<file path="config.mk">
export PLATFORM = sky130hd
export DESIGN_NAME = timer8_pulse_pwm_modes
export DESIGN_NICKNAME = d
export VERILOG_FILES = /design/src/pkg/timer8_pkg.sv /design/src/core/timer8_pulse_pwm_modes.sv
export SDC_FILE = /design/constraint.sdc
export NUM_CORES = 1
export LEC_CHECK = 0
export ABC_AREA = 1
export ABC_CLOCK_PERIOD_IN_PS = 1900
export BUFFER_PORTS_ARGS = -buffer_cell sky130_fd_sc_hd__buf_2
export CAP_MARGIN = 0
export CORE_MARGIN = 1
export CORE_UTILIZATION = 52
export CTS_CLUSTER_DIAMETER = 100
export DETAILED_ROUTE_END_ITERATION = 6
export PLACE_DENSITY = 0.77
export SLEW_MARGIN = 5
export SYNTH_ARGS = -nofsm -noshare
export SYNTH_HDL_FRONTEND = slang
export SYNTH_SLANG_ARGS = --single-unit
export TNS_END_PERCENT = 50
</file>
<file path="constraint.sdc">
create_clock -name mclk_i -period 1.9 [get_ports mclk_i]
set_input_delay 0.095 -clock mclk_i [delete_from_list [all_inputs] [get_ports mclk_i]]
set_output_delay 0.095 -clock mclk_i [all_outputs]
set_load 0.03 [all_outputs]
</file>
<file path="src/pkg/timer8_pkg.sv">
`default_nettype none
package timer8_pkg;
  // ****************************************************************
  // Register byte addresses.
  // ****************************************************************
  localparam logic [7:0] ADDR_CTRL_ONE = 8'h00;
  localparam logic [7:0] ADDR_CTRL_TWO = 8'h04;
  localparam logic [7:0] ADDR_STATUS = 8'h08;
  localparam logic [7:0] ADDR_CAP_ONE = 8'h0C;
  localparam logic [7:0] ADDR_CMP_ONE = 8'h10;
  localparam logic [7:0] ADDR_CMP_TWO = 8'h14;
  localparam logic [7:0] ADDR_COUNT = 8'h18;
  localparam logic [7:0] ADDR_ALT_COUNT = 8'h1C;
  localparam logic [7:0] ADDR_CAP_TWO = 8'h20;
  localparam logic [7:0] ADDR_POWER = 8'h24;
  // ****************************************************************
  // Field positions.
  // ****************************************************************
  localparam int CR1_CAP_IRQ_EN = 7;
  localparam int CR1_CMP_IRQ_EN = 6;
  localparam int CR1_OVF_IRQ_EN = 5;
  localparam int CR1_FORCE_TWO = 4;
  localparam int CR1_LEVEL_TWO = 2;
  localparam int CR1_EDGE_ONE = 1;
  localparam int CR1_LEVEL_ONE = 0;
  localparam int CR2_PIN_EN_ONE = 7;
  localparam int CR2_PIN_EN_TWO = 6;
  localparam int CR2_SINGLE_SHOT = 5;
  localparam int CR2_PWM = 4;
  localparam int CR2_CLK_HI = 3;
  localparam int CR2_CLK_LO = 2;
  localparam int CR2_EDGE_TWO = 1;
  localparam int CR1_FORCE_ONE = 3;
  localparam logic [7:0] CR2_WRITE_MASK = 8'hFE;
  localparam int FLAG_CAP_ONE = 4;
  localparam int FLAG_CMP_ONE = 3;
  localparam int FLAG_OVF = 2;
  localparam int FLAG_CAP_TWO = 1;
  localparam int FLAG_CMP_TWO = 0;
  localparam int STATUS_DISABLE = 2;
  localparam int POWER_HALT = 0;
  localparam int POWER_WAIT = 1;
  localparam int POWER_MASK = 2;
  // ****************************************************************
  // Reset values and counts.
  // ****************************************************************
  localparam logic [7:0] REG_RESET = 8'h00;
  localparam logic [7:0] COUNT_RESET = 8'hFC;
  localparam logic [7:0] COUNT_MAX = 8'hFF;
  localparam logic [15:0] SHOT_CAPTURE = 16'hFFFD;
  localparam int PERIOD_EXTRA = 5;
  localparam logic [1:0] CLK_DIV4 = 2'b00;
  localparam logic [1:0] CLK_DIV2 = 2'b01;
  localparam logic [1:0] CLK_DIV8 = 2'b10;
  localparam logic [1:0] CLK_SLOW = 2'b11;
  localparam int DIV_TWO = 2;
  localparam int DIV_FOUR = 4;
  localparam int DIV_EIGHT = 8;
  localparam int DIV_SLOW = 8000;
endpackage
`default_nettype wire

</file>
<file path="src/core/timer8_pulse_pwm_modes.sv">
// Functional notes
// [RULE_01] Single-shot select bit enables one-pulse mode using capture one and compare one.
// [RULE_02] Trigger edge reloads counter FCh, drives during level, sets capture flag, loads FDh.
// [RULE_03] Trigger-set capture flag one raises interrupt when capture enable is set.
// [RULE_04] One-pulse counter match with compare one drives after level, ending pulse.
// [RULE_05] One-pulse never sets compare flag one; compare flag two still works.
// [RULE_06] PWM select together with single-shot select gives PWM mode only.
// [RULE_07] One-pulse: pin one never captures; pin two still captures normally.
// [RULE_08] One-pulse: compare two still flags time but drives no output waveform.
// [RULE_09] PWM uses whole compare one channel and compare value two register.
// [RULE_10] PWM compare values are double buffered, applied at compare two match.
// [RULE_11] PWM: match one drives level one, match two drives level two.
// [RULE_12] Level one high, level two low gives pulse width compare two minus one.
// [RULE_13] PWM compare two match reloads counter with FCh.
// [RULE_14] PWM never sets either compare flag.
// [RULE_15] PWM compare two match sets capture flag one, may interrupt.
// [RULE_16] PWM disconnects capture pin one; capture pin two still captures.
// [RULE_17] Period is compare value plus five ticks; prescale 2, 4, 8 or 8000.
// [RULE_18] Wait mode leaves timer running; enabled interrupt wakes from wait.
// [RULE_19] Halt freezes registers and counting; resumes from held count.
// [RULE_20] Capture edge in halt arms capture; exit sets flag and captures count.
// [RULE_21] One shared interrupt; each flag gated by its enable; wakes wait not halt.
// [RULE_22] Clock select: 00 div 4, 01 div 2, 10 div 8, 11 div 8000.
// [RULE_23] Edge select one: 0 falling, 1 rising edge on capture pin one.
// [RULE_24] Pin enable one only routes output; compare one stays active.
// [RULE_25] Counter increments each tick, wraps to zero and sets overflow flag.
`default_nettype none
module timer8_pulse_pwm_modes
  import timer8_pkg::*;
#(
  parameter int unsigned SLOW_DIV = DIV_SLOW,
  parameter int unsigned PRESC_W = 13
) (
  // Clock and reset.
  input wire logic mclk_i,
  input wire logic resetn_i,
  // APB slave.
  input wire logic [7:0] paddr_i,
  input wire logic psel_i,
  input wire logic penable_i,
  input wire logic pwrite_i,
  input wire logic [31:0] pwdata_i,
  output logic [31:0] prdata_o,
  output logic pready_o,
  output logic pslverr_o,
  // Timer pins.
  input wire logic capture_pin_one_i,
  input wire logic capture_pin_two_i,
  output logic compare_output_pin_one_o,
  output logic compare_output_pin_one_oe_o,
  output logic compare_output_pin_two_o,
  output logic compare_output_pin_two_oe_o,
  // System signals.
  output logic timer_irq_o,
  output logic wait_wake_o
);

  // ****************************************************************
  // Registers and decoded controls.
  // ****************************************************************
  logic [7:0] timer_control_one_r;
  logic [7:0] timer_control_two_r;
  logic timer_disable_r;
  logic [7:0] power_r;
  logic [7:0] compare_value_one_r;
  logic [7:0] compare_value_two_r;
  logic [7:0] cmp_one_act_r;
  logic [7:0] cmp_two_act_r;
  logic [7:0] capture_value_one_r;
  logic [7:0] capture_value_two_r;
  logic [7:0] count_r;
  logic [PRESC_W-1:0] presc_r;
  logic [4:0] flags_r;
  logic [4:0] clr_arm_r;
  logic [1:0] halt_arm_r;
  logic cap_one_prev_r;
  logic cap_two_prev_r;
  logic halt_prev_r;
  logic level_one_r;
  logic level_two_r;

  logic pwm_mode;
  logic shot_mode;
  logic normal_mode;
  logic halted;
  logic run;
  logic tick;
  logic halt_exit;
  logic edge_one;
  logic edge_two;
  logic shot_trig;
  logic match_one;
  logic match_two;
  logic wrap;
  logic [PRESC_W-1:0] div_sel;
  logic [7:0] cmp_one_use;
  logic [7:0] cmp_two_use;
  logic [4:0] flag_set;
  logic [4:0] flag_clr;
  logic irq_pend;

  assign pwm_mode = timer_control_two_r[CR2_PWM]; // [RULE_06] [RULE_09]
  assign shot_mode = timer_control_two_r[CR2_SINGLE_SHOT] & ~pwm_mode; // [RULE_01] [RULE_06]
  assign normal_mode = ~pwm_mode & ~shot_mode;
  assign halted = power_r[POWER_HALT];
  assign run = ~halted & ~timer_disable_r; // [RULE_18] [RULE_19]
  assign halt_exit = halt_prev_r & ~halted;

  // ****************************************************************
  // APB access.
  // ****************************************************************
  logic acc;
  logic rd_acc;
  logic wr_acc;
  logic hit;
  logic [7:0] rd_data;

  assign acc = psel_i & penable_i & pready_o;
  assign rd_acc = acc & ~pwrite_i;
  assign wr_acc = acc & pwrite_i;

  always_comb begin
    hit = 1'b1;
    rd_data = REG_RESET;
    unique case (paddr_i)
      ADDR_CTRL_ONE: rd_data = timer_control_one_r;
      ADDR_CTRL_TWO: rd_data = timer_control_two_r;
      ADDR_STATUS: rd_data = {flags_r, timer_disable_r, 2'b00};
      ADDR_CAP_ONE: rd_data = capture_value_one_r;
      ADDR_CMP_ONE: rd_data = compare_value_one_r;
      ADDR_CMP_TWO: rd_data = compare_value_two_r;
      ADDR_COUNT: rd_data = count_r;
      ADDR_ALT_COUNT: rd_data = count_r;
      ADDR_CAP_TWO: rd_data = capture_value_two_r;
      ADDR_POWER: rd_data = power_r;
      default: hit = 1'b0;
    endcase
  end

  always_ff @(posedge mclk_i) begin
    if (!resetn_i) begin
      pready_o <= 1'b0;
      prdata_o <= 32'h0000_0000;
      pslverr_o <= 1'b0;
    end else if (psel_i && penable_i && !pready_o) begin
      pready_o <= 1'b1;
      prdata_o <= {24'h00_0000, rd_data};
      pslverr_o <= ~hit;
    end else begin
      pready_o <= 1'b0;
      pslverr_o <= 1'b0;
    end
  end

  always_ff @(posedge mclk_i) begin
    if (!resetn_i) begin
      timer_control_one_r <= REG_RESET;
      timer_control_two_r <= REG_RESET;
      timer_disable_r <= 1'b0;
      power_r <= REG_RESET;
      compare_value_one_r <= REG_RESET;
      compare_value_two_r <= REG_RESET;
    end else if (wr_acc) begin
      unique case (paddr_i)
        ADDR_CTRL_ONE: timer_control_one_r <= pwdata_i[7:0];
        ADDR_CTRL_TWO: timer_control_two_r <= pwdata_i[7:0] & CR2_WRITE_MASK;
        ADDR_STATUS: timer_disable_r <= pwdata_i[STATUS_DISABLE];
        ADDR_CMP_ONE: compare_value_one_r <= pwdata_i[7:0];
        ADDR_CMP_TWO: compare_value_two_r <= pwdata_i[7:0];
        ADDR_POWER: power_r <= {5'b00000, pwdata_i[2:0]};
        default: begin
        end
      endcase
    end
  end

  // ****************************************************************
  // Prescaler and counter.
  // ****************************************************************
  always_comb begin
    unique case (timer_control_two_r[CR2_CLK_HI:CR2_CLK_LO]) // [RULE_22]
      CLK_DIV4: div_sel = PRESC_W'(DIV_FOUR);
      CLK_DIV2: div_sel = PRESC_W'(DIV_TWO);
      CLK_DIV8: div_sel = PRESC_W'(DIV_EIGHT);
      CLK_SLOW: div_sel = PRESC_W'(SLOW_DIV);
    endcase
  end

  assign tick = run & (presc_r >= div_sel - PRESC_W'(1)); // [RULE_17]

  always_ff @(posedge mclk_i) begin
    if (!resetn_i) begin
      presc_r <= '0;
    end else if (run) begin // [RULE_19]
      presc_r <= tick ? '0 : presc_r + PRESC_W'(1);
    end
  end

  // Double buffers load at the period end in PWM and follow writes otherwise.
  assign cmp_one_use = pwm_mode ? cmp_one_act_r : compare_value_one_r;
  assign cmp_two_use = pwm_mode ? cmp_two_act_r : compare_value_two_r;
  assign match_one = tick & (count_r == cmp_one_use); // [RULE_24]
  assign match_two = tick & (count_r == cmp_two_use);

  always_ff @(posedge mclk_i) begin
    if (!resetn_i) begin
      cmp_one_act_r <= REG_RESET;
      cmp_two_act_r <= REG_RESET;
    end else if (!pwm_mode || match_two) begin // [RULE_10]
      cmp_one_act_r <= compare_value_one_r;
      cmp_two_act_r <= compare_value_two_r;
    end
  end

  always_ff @(posedge mclk_i) begin
    if (!resetn_i) begin
      cap_one_prev_r <= 1'b0;
      cap_two_prev_r <= 1'b0;
      halt_prev_r <= 1'b0;
    end else begin
      cap_one_prev_r <= capture_pin_one_i;
      cap_two_prev_r <= capture_pin_two_i;
      halt_prev_r <= halted;
    end
  end

  assign edge_one = timer_control_one_r[CR1_EDGE_ONE] ?
                    (capture_pin_one_i & ~cap_one_prev_r) :
                    (~capture_pin_one_i & cap_one_prev_r); // [RULE_23]
  assign edge_two = timer_control_two_r[CR2_EDGE_TWO] ?
                    (capture_pin_two_i & ~cap_two_prev_r) :
                    (~capture_pin_two_i & cap_two_prev_r);
  assign shot_trig = shot_mode & run & edge_one; // [RULE_02]
  assign wrap = tick & (count_r == COUNT_MAX) & ~(pwm_mode & match_two) & ~shot_trig;

  always_ff @(posedge mclk_i) begin
    if (!resetn_i) begin
      count_r <= COUNT_RESET;
    end else if (wr_acc && (paddr_i == ADDR_COUNT || paddr_i == ADDR_ALT_COUNT)) begin
      count_r <= COUNT_RESET;
    end else if (shot_trig) begin
      count_r <= COUNT_RESET; // [RULE_02]
    end else if (pwm_mode && match_two) begin
      count_r <= COUNT_RESET; // [RULE_13] [RULE_17]
    end else if (tick) begin
      count_r <= count_r + 8'h01; // [RULE_25]
    end
  end

  // ****************************************************************
  // Captures, including captures armed during halt.
  // ****************************************************************
  always_ff @(posedge mclk_i) begin
    if (!resetn_i) begin
      halt_arm_r <= 2'b00;
    end else if (halt_exit) begin
      halt_arm_r <= 2'b00;
    end else if (halted) begin
      halt_arm_r <= halt_arm_r | {edge_one & normal_mode, edge_two}; // [RULE_20]
    end
  end

  always_ff @(posedge mclk_i) begin
    if (!resetn_i) begin
      capture_value_one_r <= REG_RESET;
    end else if (shot_trig) begin
      capture_value_one_r <= SHOT_CAPTURE[7:0]; // [RULE_02]
    end else if (normal_mode && ((edge_one && !halted) || (halt_exit && halt_arm_r[1]))) begin
      capture_value_one_r <= count_r; // [RULE_07] [RULE_16] [RULE_20]
    end
  end

  always_ff @(posedge mclk_i) begin
    if (!resetn_i) begin
      capture_value_two_r <= REG_RESET;
    end else if ((edge_two && !halted) || (halt_exit && halt_arm_r[0])) begin
      capture_value_two_r <= count_r; // [RULE_07] [RULE_16] [RULE_20]
    end
  end

  // ****************************************************************
  // Status flags; a set in the clearing cycle wins.
  // ****************************************************************
  always_comb begin
    flag_set = 5'b00000;
    flag_set[FLAG_CAP_ONE] = shot_trig | (pwm_mode & match_two) |
                             (normal_mode & edge_one & ~halted) |
                             (halt_exit & halt_arm_r[1]); // [RULE_02] [RULE_15] [RULE_20]
    flag_set[FLAG_CMP_ONE] = normal_mode & match_one; // [RULE_05] [RULE_14]
    flag_set[FLAG_OVF] = wrap; // [RULE_25]
    flag_set[FLAG_CAP_TWO] = (edge_two & ~halted) | (halt_exit & halt_arm_r[0]);
    flag_set[FLAG_CMP_TWO] = ~pwm_mode & match_two; // [RULE_05] [RULE_08] [RULE_14]
    flag_clr = 5'b00000;
    flag_clr[FLAG_CAP_ONE] = acc & (paddr_i == ADDR_CAP_ONE) & clr_arm_r[FLAG_CAP_ONE];
    flag_clr[FLAG_CMP_ONE] = acc & (paddr_i == ADDR_CMP_ONE) & clr_arm_r[FLAG_CMP_ONE];
    flag_clr[FLAG_OVF] = acc & (paddr_i == ADDR_COUNT) & clr_arm_r[FLAG_OVF];
    flag_clr[FLAG_CAP_TWO] = acc & (paddr_i == ADDR_CAP_TWO) & clr_arm_r[FLAG_CAP_TWO];
    flag_clr[FLAG_CMP_TWO] = acc & (paddr_i == ADDR_CMP_TWO) & clr_arm_r[FLAG_CMP_TWO];
  end

  always_ff @(posedge mclk_i) begin
    if (!resetn_i) begin
      flags_r <= 5'b00000;
    end else begin
      flags_r <= (flags_r & ~flag_clr) | flag_set;
    end
  end

  always_ff @(posedge mclk_i) begin
    if (!resetn_i) begin
      clr_arm_r <= 5'b00000;
    end else if (rd_acc && paddr_i == ADDR_STATUS) begin
      clr_arm_r <= flags_r;
    end else begin
      clr_arm_r <= clr_arm_r & ~flag_clr;
    end
  end

  // ****************************************************************
  // Output level latches and pins.
  // ****************************************************************
  always_ff @(posedge mclk_i) begin
    if (!resetn_i) begin
      level_one_r <= 1'b0;
    end else if (pwm_mode) begin
      if (match_two) begin
        level_one_r <= timer_control_one_r[CR1_LEVEL_TWO]; // [RULE_11] [RULE_12]
      end else if (match_one) begin
        level_one_r <= timer_control_one_r[CR1_LEVEL_ONE]; // [RULE_11] [RULE_12]
      end
    end else if (shot_mode) begin
      if (shot_trig) begin
        level_one_r <= timer_control_one_r[CR1_LEVEL_TWO]; // [RULE_02]
      end else if (match_one) begin
        level_one_r <= timer_control_one_r[CR1_LEVEL_ONE]; // [RULE_04]
      end
    end else if (match_one || (run && timer_control_one_r[CR1_FORCE_ONE])) begin
      level_one_r <= timer_control_one_r[CR1_LEVEL_ONE];
    end
  end

  always_ff @(posedge mclk_i) begin
    if (!resetn_i) begin
      level_two_r <= 1'b0;
    end else if (normal_mode && (match_two || (run && timer_control_one_r[CR1_FORCE_TWO]))) begin
      level_two_r <= timer_control_one_r[CR1_LEVEL_TWO]; // [RULE_08]
    end
  end

  always_ff @(posedge mclk_i) begin
    if (!resetn_i) begin
      compare_output_pin_one_o <= 1'b0;
      compare_output_pin_one_oe_o <= 1'b0;
      compare_output_pin_two_o <= 1'b0;
      compare_output_pin_two_oe_o <= 1'b0;
    end else begin
      compare_output_pin_one_oe_o <= timer_control_two_r[CR2_PIN_EN_ONE] & ~timer_disable_r;
      compare_output_pin_one_o <= timer_control_two_r[CR2_PIN_EN_ONE] & ~timer_disable_r &
                                  level_one_r; // [RULE_24]
      compare_output_pin_two_oe_o <= timer_control_two_r[CR2_PIN_EN_TWO] & ~timer_disable_r;
      compare_output_pin_two_o <= timer_control_two_r[CR2_PIN_EN_TWO] & ~timer_disable_r &
                                  level_two_r;
    end
  end

  // ****************************************************************
  // Shared interrupt and wake from wait.
  // ****************************************************************
  assign irq_pend = ((flags_r[FLAG_CAP_ONE] | flags_r[FLAG_CAP_TWO]) &
                     timer_control_one_r[CR1_CAP_IRQ_EN]) |
                    ((flags_r[FLAG_CMP_ONE] | flags_r[FLAG_CMP_TWO]) &
                     timer_control_one_r[CR1_CMP_IRQ_EN]) |
                    (flags_r[FLAG_OVF] & timer_control_one_r[CR1_OVF_IRQ_EN]); // [RULE_21]

  always_ff @(posedge mclk_i) begin
    if (!resetn_i) begin
      timer_irq_o <= 1'b0;
      wait_wake_o <= 1'b0;
    end else begin
      timer_irq_o <= irq_pend & ~power_r[POWER_MASK]; // [RULE_03] [RULE_15] [RULE_21]
      wait_wake_o <= irq_pend & power_r[POWER_WAIT] & ~halted; // [RULE_18] [RULE_21]
    end
  end

endmodule
`default_nettype wire

</file>
==> out/qor.csv <==
metric,value,unit
crit_start,timer_control_two_r[3],
worstPathRequired,2.21,ns
hp-start,pwdata_i[1],
layout-area-overhead-vs-synth,27.9,%
swShare,0.248,
htreeDepth,4,
die_h,112,µm
die-area,0.0126,mm²
total_power,6260,µW
start_util,0.544,
clock-sinks,121,
final_antenna_net_count,0,
synth_enable_flop_cells,0,
slew_violations,0,
synth_area_per_cell,6.92,µm²
yosysTopAreaCell,dfxtp_1,
yosysMostFrequentCell,nand2_1,
fin_ws,-0.230,ns
start_kind,flip-flop,
drv_cap,0,
setup_viol,37,
powerDensity,775,mW/mm²
holdWs,0.0129,ns
grt_pass1_vias,6154,
drc,4,
worstSetupEndpointType,flip-flop,
hold_viol,0,
path_max_fanout,5,
violations,"design-rule violations, negative setup slack",
ys_seq_area_frac,0.384,
grt.overflow.total,0,
die_w,112,µm
dpl_cell_area,0.00698,mm²
ys.flop_type,dfxtp_1,
fin_area,0.00807,mm²
numCtsBuffers,17,
antenna_found_initial,0,
n_antenna_cell,0,
path_delay_family,simple AND/OR/NAND/NOR gates,
clockBufferDepth,2,
drive_gt1_frac,0.235,
critical_path_class,reg2reg,
nFillCells,902,
p_comb_frac,0.082,
syn_inst,912,
cts_root_buf,clkbuf_16,
numPortBuffers,38,
path_buf_inv,1,
fmax,0.469,GHz
min_period,2.13,ns
cpPeakStageDelay,0.43,ns
status,"complete, but fails checks",
num_rows,39,
critPathArrivalTime,2.44,ns
syn_area,0.00631,mm²
irDropWorstVdd,0.709,mV
p_sw,1550,µW
avgRoutedWirePerCell,16.7,µm
cp_slowest_cell,dfxtp_4,
num_vias,6624,
hold_class,in2reg,
cts_tree,built,
async_flop_share,0,
period_share,1.12,
yosysUniqueCellTypes,43,
avgViaCountPerCell,5.64,
dp.final_hpwl,12900,µm
grt_usage,0.304,
synth_commonest_cells,"nand2_1, dfxtp_1, inv_1",
ios,87,
power_leakage,0.00355,µW
grt_max_degree,56,
power_frac_seq,0.416,
p_clk_frac,0.502,
finClkSkew,0.00599,ns
ys_seq_elements,121,
gp_congestion,0.965,
drtIter0Drc,639,
wl,19600,µm
clk_pin_slew,0.06,ns
rsz0062_at_grt,yes,
synth_area_leaders,"dfxtp_1, nand2_1, inv_1",
slew_headroom,0.641,
internal-power,4700,µW
crit_chain,nand2_8 -> ha_4 -> nand2_4 -> nor2_4 -> nand2_1 -> nand2_1 -> nor2_2 -> nand3_4 -> nand4_1 -> buf_4 -> nand3_4 -> or2_1,
drtPass1Iterations,7,
worstSkewPairLatency,0.43,ns
core_area,0.0116,mm²
tightest_slew,0.538,ns
r2r-start,timer_control_two_r[3],
yosys_warnings,0,
grt_pass1_wl,29800,µm
synth_top_area_frac,0.384,
nNetsFinal,1080,
==> metrics by stage <==
stage                     TNS, ns  cells   util  worst slack (ns)
after global routing        -8.30   1175  0.695            -0.320
after floorplan                 0    936      -           0.00425
after global placement      -1.63   1133  0.601            -0.117
after detailed placement    -4.61   1133  0.601            -0.196
after CTS                   -1.98   1174  0.675            -0.155
final                       -4.68   1175  0.695            -0.230
==> final cells by class <==
type,count,area [µm²],area share
well taps,143,179,0.0222
repair buffers,112,835,0.103
flip-flops and latches,121,2430,0.301
multi-input cells,648,3610,0.447
inverters,119,452,0.0559
clock buffers,20,447,0.0553
clock inverters,12,125,0.0155
==> worst reg2reg max path: cells and delay by family (launching register included) <==
family	cells	cell delay, ns
buffers and inverters	1	0.15
adders and majority gates	1	0.26
and+or+nand+nor	10	1.17
DFF	1	0.43
==> final timing paths <==
path                                               end  slack (ns)  cells after the start
worst min register to register             timer_irq_o        0.45                      1
worst max register to register              count_r[4]       -0.23                     12
worst min-delay path            timer_control_one_r[1]        0.01                      3
worst max-delay path                        count_r[4]       -0.23                     12
==> state kept, by name, summed over array words and instances (netlist names), 2 cells and up <==
signal / count
timer_control_two_r: 7
cmp_two_act_r: 8
capture_value_one_r: 8
prdata_o: 8
timer_control_one_r: 8
clr_arm_r: 5
cmp_one_act_r: 8
capture_value_two_r: 8
power_r: 3
compare_value_two_r: 8
compare_value_one_r: 8
halt_arm_r: 2
count_r: 8
presc_r: 13
flags_r: 5
==> repair_timing <==
action,in CTS,in global routing
gates cloned,1,0
hold buffers,7,0
pin swaps,5,27
endpoints found under the hold margin,16,0
buffers inserted,1,2
resized for setup,34,69
setup endpoints to repair,43,57
==> logic make-up (layout without fill, tap and decap cells) <==
logic type,after synthesis,after routing,share of synthesized area
and+or+nand+nor,410,410,0.284
AOI/OAI and AO/OA,193,193,0.174
buffers and inverters,167,263,0.122
DFF,121,121,0.384
adders and majority gates,14,14,0.0278
xor gates and xnor gates,5,5,0.00694
other,2,26,0.00119
==> layout by cell type (no fill, tap or decap), drive strengths merged, types with 3 or more instances in the layout <==
master       count
inv            116
a211oi          17
xor2             5
nor3b            3
o221a            3
o21ai           70
clkbuf          20
conb            26
nor3            18
dfxtp          121
buf            105
o22ai           12
or2              3
a21oi           82
nand3           55
nand2          217
clkinv          10
clkinvlp         3
nor2           100
ha              14
dlygate4sd3      7
nand4            8
==> metal layers <==
metal  global-route usage  wire (µm)
met1                0.382       7810
met4                0.170        914
met5                    0          0
met2                0.482       8940
met3               0.0740       1980
==> power groups by stage <==
stage	registers [µW]	clock network, µW	logic [µW]
detailed placement	2660	0	430
global route	2600	3280	551
CTS	2600	3150	455
floorplan	2660	0	307
finish	2600	3140	515
global placement	2650	0	425
Note: power is estimated with default switching activity, not from simulation.
